==> src/shared/rcl_map.svh <==
// register offsets, field positions, reset values and timing counts of the rx lock/status block
// assumes a 100 MHz pclk and an 8-bit apb byte address
//
// Functional notes
// - optional clock output reads phase-compensation fifo
// - fifo error high when full or empty
// - manual alignment reports slipped bits, 0 to 9
// - lock output high locked-to-data, low reference
// - force-to-data high wins over force-to-reference
// - pair decodes auto, manual reference, manual data
// - signal detect only basic-8b10b or pipe mode
// - recovered slow clock only in gigabit ethernet
// - electrical idle is inverted signal detect (with RCL_CTRL_EI_INFER set it follows a window with zero edges instead)
`ifndef RCL_MAP_SVH
`define RCL_MAP_SVH

// ==========================================================
// register offsets
`define RCL_OFF_CTRL       8'h00
`define RCL_OFF_THRESH     8'h04
`define RCL_OFF_STATUS     8'h08
`define RCL_OFF_SLIP       8'h0C

// ==========================================================
// control fields
`define RCL_CTRL_MODE_LSB  0
`define RCL_CTRL_MODE_MSB  1
`define RCL_CTRL_MAN_ALIGN 2
`define RCL_CTRL_CORE_EN   3
`define RCL_CTRL_EI_INFER  4
`define RCL_CTRL_RESET     5'h00
`define RCL_THRESH_RESET   8'h04

// ==========================================================
// status fields
`define RCL_ST_LTD         0
`define RCL_ST_SIGDET      1
`define RCL_ST_FIFO_ERR    2
`define RCL_ST_EIDLE       3
`define RCL_ST_FULL        4
`define RCL_ST_EMPTY       5
`define RCL_ST_SEL_LSB     6
`define RCL_ST_SEL_MSB     7

// ==========================================================
// slip counter and fifo model
`define RCL_SLIP_MAX       4'h9
`define RCL_FIFO_DEPTH     4'h8

// ==========================================================
// timing
`define RCL_CLK_NS         10
`define RCL_WIN_NS         1000
`define RCL_WIN_CYC        ((`RCL_WIN_NS + `RCL_CLK_NS - 1) / `RCL_CLK_NS)
`define RCL_LOCK_NS        2000
`define RCL_LOCK_CYC       ((`RCL_LOCK_NS + `RCL_CLK_NS - 1) / `RCL_CLK_NS)
`define RCL_WORD_CYC       10
`define RCL_REC_HALF_CYC   5

`endif

==> src/shared/rcl_pkg.sv <==
// types shared by the rx lock/status block
// assumes rcl_map.svh holds all numbers
`default_nettype none

package rcl_pkg;

  // channel protocol mode in the control register
  typedef enum logic [1:0] {
    RCL_MODE_BASIC,
    RCL_MODE_BASIC_8B10B,
    RCL_MODE_PIPE,
    RCL_MODE_GIGABIT_ETHERNET_MODE
  } rcl_mode_t;

  // clock recovery lock state
  typedef enum logic {
    RCL_CDR_REF,
    RCL_CDR_DATA
  } rcl_cdr_t;

  // decoded lock selection
  typedef enum logic [1:0] {
    RCL_SEL_AUTO,
    RCL_SEL_MAN_REF,
    RCL_SEL_MAN_DATA
  } rcl_sel_t;

endpackage

`default_nettype wire

==> src/shared/rcl_slip_if.sv <==
// carrier between the main block and the slip counter
// assumes both ends run on pclk
`timescale 1ns/100ps
`default_nettype none

interface rcl_slip_if;
  logic       slip_req;
  logic       manual;
  logic [3:0] count;

  modport ctrl (output slip_req, output manual, input count);
  modport slip (input slip_req, input manual, output count);
endinterface

`default_nettype wire

==> src/hdl/rcl_slip.sv <==
// slip counter of the manual word aligner
// assumes one-cycle slip requests on pclk
`timescale 1ns/100ps
`default_nettype none
`include "rcl_map.svh"

module rcl_slip (
  input wire logic pclk,
  input wire logic presetn,
  rcl_slip_if.slip sif
);

  logic [3:0] next_count;

  // ==========================================================
  // slip count
  // count is cleared outside manual mode and wraps from 9 back to 0 on the next slip
  always_comb begin
    next_count = sif.count;
    if (!sif.manual) begin
      next_count = 4'h0;
    end else if (sif.slip_req) begin
      next_count = (sif.count == `RCL_SLIP_MAX) ? 4'h0 : sif.count + 4'h1;
    end
  end

  // held between slips, four bits unsigned
  always_ff @(posedge pclk or negedge presetn) begin
    if (!presetn) begin
      sif.count <= 4'h0;
    end else begin
      sif.count <= next_count;
    end
  end

endmodule

`default_nettype wire

==> src/hdl/rcl_top.sv <==
// receiver lock, signal detect, slip and fifo status for one serial channel
// assumes an apb master on pclk; lock-mode pins and serial input are asynchronous
//
// Decided for this implementation: the placing of the registers and the APB slave port.
`timescale 1ns/100ps
`default_nettype none
`include "rcl_map.svh"

module rcl_top (
  input  wire logic        pclk,
  input  wire logic        presetn,
  input  wire logic        psel,
  input  wire logic        penable,
  input  wire logic        pwrite,
  input  wire logic [7:0]  paddr,
  input  wire logic [31:0] pwdata,
  output logic      [31:0] prdata,
  output logic             pready,
  output logic             pslverr,
  input  wire logic        force_lock_to_data,
  input  wire logic        force_lock_to_ref,
  input  wire logic        serial_in,
  input  wire logic        fifo_rd_en,
  output logic             locked_to_data,
  output logic             signal_detect,
  output logic             pipe_elec_idle,
  output logic             fifo_error,
  output logic      [3:0]  slip_count_out,
  output logic             fifo_rd_clk,
  output logic             recovered_clk
);

  rcl_slip_if sif ();

  rcl_slip u_slip (
    .pclk    (pclk),
    .presetn (presetn),
    .sif     (sif.slip)
  );

  // ==========================================================
  // helpers
  function automatic logic reg_hit(input logic [7:0] a);
    reg_hit = (a == `RCL_OFF_CTRL) || (a == `RCL_OFF_THRESH) ||
              (a == `RCL_OFF_STATUS) || (a == `RCL_OFF_SLIP);
  endfunction

  // ==========================================================
  // input synchronisers
  logic [2:0] meta;
  logic [2:0] sync;
  logic       ser_prev;
  logic       ltd_s;
  logic       ltr_s;
  logic       ser_s;

  // first stage feeds only the second; edge compare uses stage two onward
  always_ff @(posedge pclk or negedge presetn) begin
    if (!presetn) begin
      meta     <= 3'h0;
      sync     <= 3'h0;
      ser_prev <= 1'b0;
    end else begin
      meta     <= {force_lock_to_data, force_lock_to_ref, serial_in};
      sync     <= meta;
      ser_prev <= sync[0];
    end
  end

  assign ltd_s = sync[2];
  assign ltr_s = sync[1];
  assign ser_s = sync[0];

  // ==========================================================
  // apb slave
  logic [4:0]  ctrl;
  logic [7:0]  thresh;
  logic [4:0]  next_ctrl;
  logic [7:0]  next_thresh;
  logic [31:0] next_prdata;
  logic        next_pready;
  logic        next_pslverr;
  logic        next_slip_req;
  logic [31:0] status_word;
  logic [31:0] rd_word;
  logic [1:0]  sel_code;
  logic        fifo_full;
  logic        fifo_empty;
  rcl_pkg::rcl_mode_t mode;

  assign mode = rcl_pkg::rcl_mode_t'(ctrl[`RCL_CTRL_MODE_MSB:`RCL_CTRL_MODE_LSB]);

  // read mux; unmapped offsets read zero
  always_comb begin
    status_word                                    = 32'h0;
    status_word[`RCL_ST_LTD]                       = locked_to_data;
    status_word[`RCL_ST_SIGDET]                    = signal_detect;
    status_word[`RCL_ST_FIFO_ERR]                  = fifo_error;
    status_word[`RCL_ST_EIDLE]                     = pipe_elec_idle;
    status_word[`RCL_ST_FULL]                      = fifo_full;
    status_word[`RCL_ST_EMPTY]                     = fifo_empty;
    status_word[`RCL_ST_SEL_MSB:`RCL_ST_SEL_LSB]   = sel_code;
    case (paddr)
      `RCL_OFF_CTRL:   rd_word = {27'h0, ctrl};
      `RCL_OFF_THRESH: rd_word = {24'h0, thresh};
      `RCL_OFF_STATUS: rd_word = status_word;
      `RCL_OFF_SLIP:   rd_word = {28'h0, sif.count};
      default:         rd_word = 32'h0;
    endcase
  end

  // pready rises as the access phase starts; read data is captured in setup, write data in access
  always_comb begin
    next_ctrl     = ctrl;
    next_thresh   = thresh;
    next_prdata   = prdata;
    next_pready   = 1'b0;
    next_pslverr  = 1'b0;
    next_slip_req = 1'b0;
    if (psel && !penable) begin
      next_pready  = 1'b1;
      next_prdata  = pwrite ? 32'h0 : rd_word;
      next_pslverr = !reg_hit(paddr);
    end else if (psel && penable && pready && pwrite) begin
      case (paddr)
        `RCL_OFF_CTRL:   next_ctrl   = pwdata[4:0];
        `RCL_OFF_THRESH: next_thresh = pwdata[7:0];
        `RCL_OFF_SLIP:   next_slip_req = pwdata[0] & ctrl[`RCL_CTRL_MAN_ALIGN];
        default:         next_ctrl   = ctrl;
      endcase
    end
  end

  always_ff @(posedge pclk or negedge presetn) begin
    if (!presetn) begin
      ctrl         <= `RCL_CTRL_RESET;
      thresh       <= `RCL_THRESH_RESET;
      prdata       <= 32'h0;
      pready       <= 1'b0;
      pslverr      <= 1'b0;
      sif.slip_req <= 1'b0;
    end else begin
      ctrl         <= next_ctrl;
      thresh       <= next_thresh;
      prdata       <= next_prdata;
      pready       <= next_pready;
      pslverr      <= next_pslverr;
      sif.slip_req <= next_slip_req;
    end
  end

  assign sif.manual     = ctrl[`RCL_CTRL_MAN_ALIGN];
  assign slip_count_out = sif.count;

  // ==========================================================
  // signal level detection: edges per window stand in for amplitude
  logic [9:0] win_cnt;
  logic [7:0] edge_cnt;
  logic       level_hi;
  logic       idle_inf;
  logic [9:0] next_win_cnt;
  logic [7:0] next_edge_cnt;
  logic       next_level_hi;
  logic       next_idle_inf;
  logic       next_signal_detect;
  logic       next_pipe_elec_idle;
  logic       sigdet_mode_ok;

  assign sigdet_mode_ok = (mode == rcl_pkg::RCL_MODE_BASIC_8B10B) || (mode == rcl_pkg::RCL_MODE_PIPE);

  always_comb begin
    next_win_cnt  = win_cnt + 10'h001;
    next_edge_cnt = edge_cnt;
    next_level_hi = level_hi;
    next_idle_inf = idle_inf;
    if ((ser_s != ser_prev) && (edge_cnt != 8'hFF)) begin
      next_edge_cnt = edge_cnt + 8'h01; // saturates rather than wrapping
    end
    if (win_cnt == 10'(`RCL_WIN_CYC - 1)) begin
      next_win_cnt  = 10'h000;
      next_edge_cnt = 8'h00;
      next_level_hi = (edge_cnt > thresh);
      next_idle_inf = (edge_cnt == 8'h00);
    end
    next_signal_detect  = next_level_hi & sigdet_mode_ok;
    next_pipe_elec_idle = ctrl[`RCL_CTRL_EI_INFER] ? next_idle_inf : !next_signal_detect;
  end

  always_ff @(posedge pclk or negedge presetn) begin
    if (!presetn) begin
      win_cnt        <= 10'h000;
      edge_cnt       <= 8'h00;
      level_hi       <= 1'b0;
      idle_inf       <= 1'b1;
      signal_detect  <= 1'b0;
      pipe_elec_idle <= 1'b1;
    end else begin
      win_cnt        <= next_win_cnt;
      edge_cnt       <= next_edge_cnt;
      level_hi       <= next_level_hi;
      idle_inf       <= next_idle_inf;
      signal_detect  <= next_signal_detect;
      pipe_elec_idle <= next_pipe_elec_idle;
    end
  end

  // ==========================================================
  // clock recovery lock state
  rcl_pkg::rcl_cdr_t cdr;
  rcl_pkg::rcl_cdr_t next_cdr;
  rcl_pkg::rcl_sel_t sel;
  logic [10:0]       lock_cnt;
  logic [10:0]       next_lock_cnt;

  // data bit takes priority, so 1x means data regardless of the ref bit
  always_comb begin
    casez ({ltd_s, ltr_s})
      2'b1?:   sel = rcl_pkg::RCL_SEL_MAN_DATA;
      2'b01:   sel = rcl_pkg::RCL_SEL_MAN_REF;
      default: sel = rcl_pkg::RCL_SEL_AUTO;
    endcase
  end

  assign sel_code = sel;

  // auto mode needs signal held for the lock time before leaving reference
  always_comb begin
    next_cdr      = cdr;
    next_lock_cnt = 11'h000;
    case (sel)
      rcl_pkg::RCL_SEL_MAN_DATA: next_cdr = rcl_pkg::RCL_CDR_DATA;
      rcl_pkg::RCL_SEL_MAN_REF:  next_cdr = rcl_pkg::RCL_CDR_REF;
      rcl_pkg::RCL_SEL_AUTO: begin
        if (!level_hi) begin
          next_cdr = rcl_pkg::RCL_CDR_REF;
        end else if (cdr == rcl_pkg::RCL_CDR_REF) begin
          next_lock_cnt = lock_cnt + 11'h001;
          if (lock_cnt == 11'(`RCL_LOCK_CYC - 1)) begin
            next_cdr      = rcl_pkg::RCL_CDR_DATA;
            next_lock_cnt = 11'h000;
          end
        end
      end
      default: next_cdr = rcl_pkg::RCL_CDR_REF;
    endcase
  end

  always_ff @(posedge pclk or negedge presetn) begin
    if (!presetn) begin
      cdr            <= rcl_pkg::RCL_CDR_REF;
      lock_cnt       <= 11'h000;
      locked_to_data <= 1'b0;
    end else begin
      cdr            <= next_cdr;
      lock_cnt       <= next_lock_cnt;
      locked_to_data <= (next_cdr == rcl_pkg::RCL_CDR_DATA);
    end
  end

  // ==========================================================
  // phase-compensation fifo occupancy; words arrive only while locked to data
  logic [3:0] word_cnt;
  logic [3:0] fill;
  logic [3:0] next_word_cnt;
  logic [3:0] next_fill;
  logic       wr_ok;
  logic       rd_ok;

  assign fifo_full  = (fill == `RCL_FIFO_DEPTH);
  assign fifo_empty = (fill == 4'h0);

  always_comb begin
    next_word_cnt = (word_cnt == 4'(`RCL_WORD_CYC - 1)) ? 4'h0 : word_cnt + 4'h1;
    wr_ok         = (word_cnt == 4'h0) && (cdr == rcl_pkg::RCL_CDR_DATA) && !fifo_full;
    rd_ok         = fifo_rd_en && !fifo_empty;
    next_fill     = fill;
    if (wr_ok && !rd_ok) begin
      next_fill = fill + 4'h1;
    end else if (rd_ok && !wr_ok) begin
      next_fill = fill - 4'h1;
    end
  end

  always_ff @(posedge pclk or negedge presetn) begin
    if (!presetn) begin
      word_cnt   <= 4'h0;
      fill       <= 4'h0;
      fifo_error <= 1'b1;
    end else begin
      word_cnt   <= next_word_cnt;
      fill       <= next_fill;
      fifo_error <= (next_fill == `RCL_FIFO_DEPTH) || (next_fill == 4'h0);
    end
  end

  // ==========================================================
  // clock outputs, divided from pclk so nothing here is a second domain
  logic [2:0] rec_cnt;
  logic [2:0] next_rec_cnt;
  logic       next_rec_clk;
  logic       next_core_clk;

  always_comb begin
    next_rec_cnt = rec_cnt;
    next_rec_clk = 1'b0;
    if ((mode == rcl_pkg::RCL_MODE_GIGABIT_ETHERNET_MODE) && (cdr == rcl_pkg::RCL_CDR_DATA)) begin
      next_rec_cnt = (rec_cnt == 3'(`RCL_REC_HALF_CYC - 1)) ? 3'h0 : rec_cnt + 3'h1;
      next_rec_clk = (rec_cnt == 3'(`RCL_REC_HALF_CYC - 1)) ? !recovered_clk : recovered_clk;
    end else begin
      next_rec_cnt = 3'h0;
    end
    next_core_clk = ctrl[`RCL_CTRL_CORE_EN] ? !fifo_rd_clk : 1'b0;
  end

  always_ff @(posedge pclk or negedge presetn) begin
    if (!presetn) begin
      rec_cnt       <= 3'h0;
      recovered_clk <= 1'b0;
      fifo_rd_clk   <= 1'b0;
    end else begin
      rec_cnt       <= next_rec_cnt;
      recovered_clk <= next_rec_clk;
      fifo_rd_clk   <= next_core_clk;
    end
  end

endmodule

`default_nettype wire

==> config.mk <==
export PLATFORM = sky130hd
export DESIGN_NAME = rcl_top
export DESIGN_NICKNAME = d
export VERILOG_FILES = /design/src/shared/rcl_pkg.sv /design/src/shared/rcl_slip_if.sv /design/src/hdl/rcl_slip.sv /design/src/hdl/rcl_top.sv
export VERILOG_INCLUDE_DIRS = /design/src /design/src/shared
export SDC_FILE = /design/constraint.sdc
export NUM_CORES = 1
export LEC_CHECK = 0
export ABC_AREA = 1
export BUFFER_PORTS_ARGS = -buffer_cell sky130_fd_sc_hd__clkbuf_2
export CORE_MARGIN = 2
export CORE_UTILIZATION = 40
export CTS_CLUSTER_SIZE = 28
export DETAILED_ROUTE_END_ITERATION = 6
export PLACE_DENSITY = 0.64
export SYNTH_ARGS = -nofsm -noshare
export SYNTH_HDL_FRONTEND = slang
export SYNTH_SLANG_ARGS = --single-unit
==> constraint.sdc <==
create_clock -name pclk -period 2.7 [get_ports pclk]
set_input_delay 0.675 -clock pclk [delete_from_list [all_inputs] [get_ports pclk]]
set_output_delay 0.675 -clock pclk [all_outputs]
set_load 0.05 [all_outputs]
# [Word level (Yosys, flattened, before mapping)]
# Index checks and enable logic that the tools add are counted.
[totals] output_inout_bits=44 input_bits=49 register_bits=107
[classes] magnitude_cmp=1 add_sub_neg=8 n_reduce_logical=34 n_bitwise=3 mux=33 n_eq_ne=19
[ops] op="$mux W11" count=4
[ops] op="$mux W32" count=1
[ops] op="$pmux W8 S4" count=1
[ops] op="$mux W4" count=6
[ops] op="$eq A4 B4 Y1 const B" count=4
[ops] op="$eq A8 B4 Y1 const B" count=2
[ops] op="$logic_not A8 Y1" count=2
[ops] op="$mux W8" count=2
[ops] op="$mux W1" count=14
[ops] op="$add A4 B1 Y4 const B" count=3
[ops] op="$logic_not A4 Y1" count=3
[ops] op="$add A11 B1 Y11 const B" count=1
[ops] op="$eq A11 B8 Y1 const B" count=1
[ops] op="$logic_and A1 B1 Y1" count=11
[ops] op="$add A10 B1 Y10 const B" count=1
[ops] op="$eq A10 B7 Y1 const B" count=1
[ops] op="$mux W10" count=1
[ops] op="$logic_not A1 Y1" count=9
[ops] op="$add A8 B1 Y8 const B" count=1
[ops] op="$eq A8 B3 Y1 const B" count=1
[ops] op="$gt A8 B8 Y1" count=1
[ops] op="$ne A8 B8 Y1 const B" count=1
[ops] op="$eq A2 B2 Y1 const B" count=3
[ops] op="$mux W3" count=2
[ops] op="15 further kinds" count=22

# [Depth between registers and ports, before layout]
[depth] ltp_word=9 ltp_mapped=14 depth_no_buf=14

# [By module]
# A second synthesis with hierarchy kept.
[unflattened] hier_cells=557 area_unflattened_um2=4499.3
[modules_own_cells] module="rcl_top" cells_per_inst=519 instances=1 area_each_um2=4236.6 seq_area_each_um2=1981.9
[modules_own_cells] module="rcl_slip" cells_per_inst=38 instances=1 area_each_um2=262.8 seq_area_each_um2=100.1

# [Least setup slack after synthesis]
# Ideal clock, no wire load.
[synth_timing] path_type="input-to-reg" from="input port paddr[1]" to="register thresh[6]" t_arrival_ps=1578 slack_ps=1002 setup_ps=121 stages=7 path_buffers=1 path_cell_list="inv_1 nand2_1 nor2_2 nand4_1 buf_2 nand2_1 o21ai_1"
[synth_between] elab_chain_len=2
[synth_rtl] element="start: declaration" line="rcl_top.sv:15" rtl="input wire logic [7:0] paddr,"
[synth_rtl] element="$eq A8 B3 Y1" line="rcl_top.sv:125" rtl="case (paddr)"
[synth_rtl] element="$reduce_and A3 Y1 (no source line)"
[synth_rtl] element="end signal: assignment" line="rcl_top.sv:137" rtl="thresh <= `RCL_THRESH_RESET;"
[synth_rtl] element="end signal: assignment" line="rcl_top.sv:144" rtl="thresh <= next_thresh;"
[synth_rtl] element="end: declaration" line="rcl_top.sv:77" rtl="logic [7:0] thresh;"
# No other way between the ends.
# A chain may end at the register's enable or synchronous reset.

==> flow_summary_export.csv <==
group,metric,value,unit
floorplanning,row_count,38,
route,drtAntennaViolNets,0,
grt,grt_pass1_wl,14.4,mm
grt,grt_pass1_vias,3245,
placement,dp_cells,715,
floorplanning,start_util,40.6,%
sta,worst_slew_pin_slew,0.592,ns
yosys,syn_inst,534,
cts,post_cts_buffers,0,
cts,cts_buffers,9,
yosys,async_reset_ff_share,100,%
yosys,synth_top_cell_area_share,45.3,%
critical_path,path_max_fanout,7,
yosys,synth_seq_cells,83,
power,power_density,629,nW/um2
cts,cts_max_level,3,
yosys,ys_seq_area_share,47.7,%
critical_path,cp_data_arrival_time,1.23,ns
sta,max_slew_margin,60.4,%
floorplanning,dieArea,11800,um2
hold_path,hold_class,"input port to asynchronous set/reset pin",
placement,portBuffers,44,
floorplanning,core-area,10700,um2
placement,gp_congestion,0.896,
layout,final_nets,654,
yosys,yosysUniqueCellTypes,34,
route,viasPerCell,4.74,
sta,holdWs,0.276,ns
yosys,synth_fa_ha_area_share,5.45,%
sta,finalHoldViolations,0,
sta,setup_tns,0,ns
power,irDropWorstVdd,0.000338,V
yosys,synth_edf_count,0,
yosys,synth_top_cell_by_area,"dfrtp_1",
power,leakagePower,2.52,nW
yosys,yosys.area_share.simple,26.4,%
critical_path,crit_required,2.03,ns
cts,numClockSinks,83,
route,vias,3464,
placement,place_ws,0.695,ns
sta,fmax,525,MHz
critical_path,critPathKind,"flop to output pin",
yosys,postSynthAreaPerCell,8.17,um2
sta,setup_viol_count_final,0,
yosys,synth-main-ff-cell,"dfrtp_1",
layout,drive_gt1_share,14.0,%
critical_path,slowest_stage,"dfrtp_1",
floorplanning,die_width,108,um
layout,syn_to_final_growth,11.6,%
cts,clockRootBuffer,"clkbuf_8",
critical_path,path_buf_inv,1,
floorplanning,die_h,108,um
yosys,synthXorXnorAreaFrac,3.01,%
layout,diodes,0,
cts,holdBufCountCts,0,
sta,timing.final.ws_setup,0.795,ns
sta,finalMaxSlewViolations,0,
grt,grt-ovfl-total,0,
sta,skew,0.0118,ns
cts,cts.repair.resized,0,
critical_path,crit_path_max_incr_delay,0.53,ns
sta,rsz0062_at_grt,"no",
outcome,status,"finished, final reports clean",
critical_path,worstPathCellList,"clkbuf_2",
route,wl_per_cell,11.8,um
flow_run,cap_viol_max_count,0,
yosys,synth-compound-area-share,5.65,%
layout,final_cells,731,
grt,antenna_found_initial,0,
route,dr.pass1.iters,5,
floorplanning,num_io_pins,93,
cts,cts_tree,"yes",
cts,clock_latency,0.37,ns
critical_path,critPathCaptureType,"output pin",
route,routed_wl,8.63,mm
yosys,synth_top_family_by_area,"simple AND/OR/NAND/NOR gates",
sta,layout_min_cycle_time,1.91,ns
sta,finalCritPeriodShare,70.6,%
placement,dp_hpwl,6.42,mm
yosys,yosys-top-cells-area,"dfrtp_1 (45%), nand2_1 (10%), inv_1 (6.5%)",
grt,grtUsageTotal,15.9,%
grt,grt_max_degree,45,
route,drcViolationCount,0,
critical_path,cpLargestDelayFamily,"flip-flops",
cts,clk_pin_slew,0.08,ns
yosys,syn-cell-area,4360,um2
cts,clockBufferDepth,2,
route,drt_iter0_markers,176,
yosys,yosysWarnings,0,
critical_path,critPathLaunchType,"flop",
yosys,yosys-mux-area-fraction,0,%
-- stage by stage --
stage | power (mW) | util [%] | area [um2]
after floorplan | 2.04 | - | 4450
after global placement | 2.15 | 43.5 | 4670
after detailed placement | 2.19 | 43.5 | 4670
after CTS | 3.11 | 45.3 | 4870
after global routing | 3.29 | 45.3 | 4870
final | 3.06 | 45.3 | 4870
-- cell families (layout without fill, tap and decap cells) --
kind of cell	count (synthesis)	count (layout)
xor gates and xnor gates	15	15
and+or+nand+nor	261	261
DFF	83	83
buffers and inverters	111	145
adders and majority gates	19	19
other	1	24
AOI/OAI and AO/OA	44	44
-- sequential cells by signal, indices dropped and copies added, names as in the netlist, 3 cells and up --
signal	flops
lock_cnt	11
win_cnt	10
edge_cnt	8
prdata	8
thresh	8
ctrl	5
fill	4
u_slip.sif.count	4
word_cnt	4
meta	3
rec_cnt	3
sync	3
-- metal layers --
| metal | wire length [um] | up-vias | global-route usage (%) |
|---|---|---|---|
| met5 | 0 | - | 0 |
| met4 | 129 | 0 | 6.87 |
| met3 | 467 | 14 | 4.34 |
| met2 | 3950 | 87 | 24.9 |
| met1 | 4080 | 1602 | 20.6 |
| li1 | - | 1761 | - |
-- cells in the final DEF, fill, tap and decap left out, drive strengths merged --
master / netlist / final
clkbuf: 0 / 55
a31oi: 3 / 3
and3: 1 / 1
conb: 1 / 24
inv: 83 / 83
a21boi: 1 / 1
o21ai: 25 / 25
clkinv: 0 / 1
o211ai: 1 / 1
nand3b: 2 / 2
nand4: 21 / 21
a21oi: 8 / 8
bufinv: 0 / 1
nand2: 123 / 123
nor3: 14 / 14
nor3b: 1 / 1
nand3: 34 / 34
dfrtp: 79 / 79
clkinvlp: 0 / 2
or2: 2 / 2
xnor2: 2 / 2
o22ai: 4 / 4
xor2: 13 / 13
ha: 19 / 19
a21o: 2 / 2
buf: 28 / 3
nor2: 62 / 62
nor4: 1 / 1
dfstp: 4 / 4
-- final timing paths --
check,cells past startpoint,slack [ns],from,to
setup / recovery,1,0.79,cdr,locked_to_data
hold / removal,1,0.28,presetn,lock_cnt[8]
setup reg to reg,9,0.83,win_cnt[0],pipe_elec_idle
hold reg to reg,0,0.36,meta[0],sync[0]
max in group asynchronous,2,1.75,presetn,idle_inf
min in group pclk,0,0.36,meta[0],sync[0]
-- report_power, final --
part | internal [mW] | switching [mW] | total, mW
logic | 0.241 | 0.472 | 0.713
registers | 1.34 | 0.108 | 1.45
clock network | 0.452 | 0.449 | 0.901
total | 2.04 | 1.03 | 3.06
-- cells in the mapped netlist (3+ instances only) --
cell type  instances
a21oi_1            8
a31oi_1            3
buf_2              4
buf_4             24
dfrtp_1           79
dfstp_2            4
ha_1              19
inv_1             76
inv_2              7
nand2_1          121
nand3_1           34
nand4_1           21
nor2_1            58
nor2_2             3
nor3_1            12
o21ai_0           10
o21ai_1           13
o22ai_1            4
xor2_1            13
-- final cells by class --
class	count	area (um2)
Clock buffer	12	145
Multi-Input combinational cell	363	1860
Inverter	83	312
Sequential cell	83	2080
Timing Repair Buffer	46	250
Fill cell	1102	5880
Tap cell	140	175
Clock inverter	4	50.0
(Power assumes the default switching activity.)
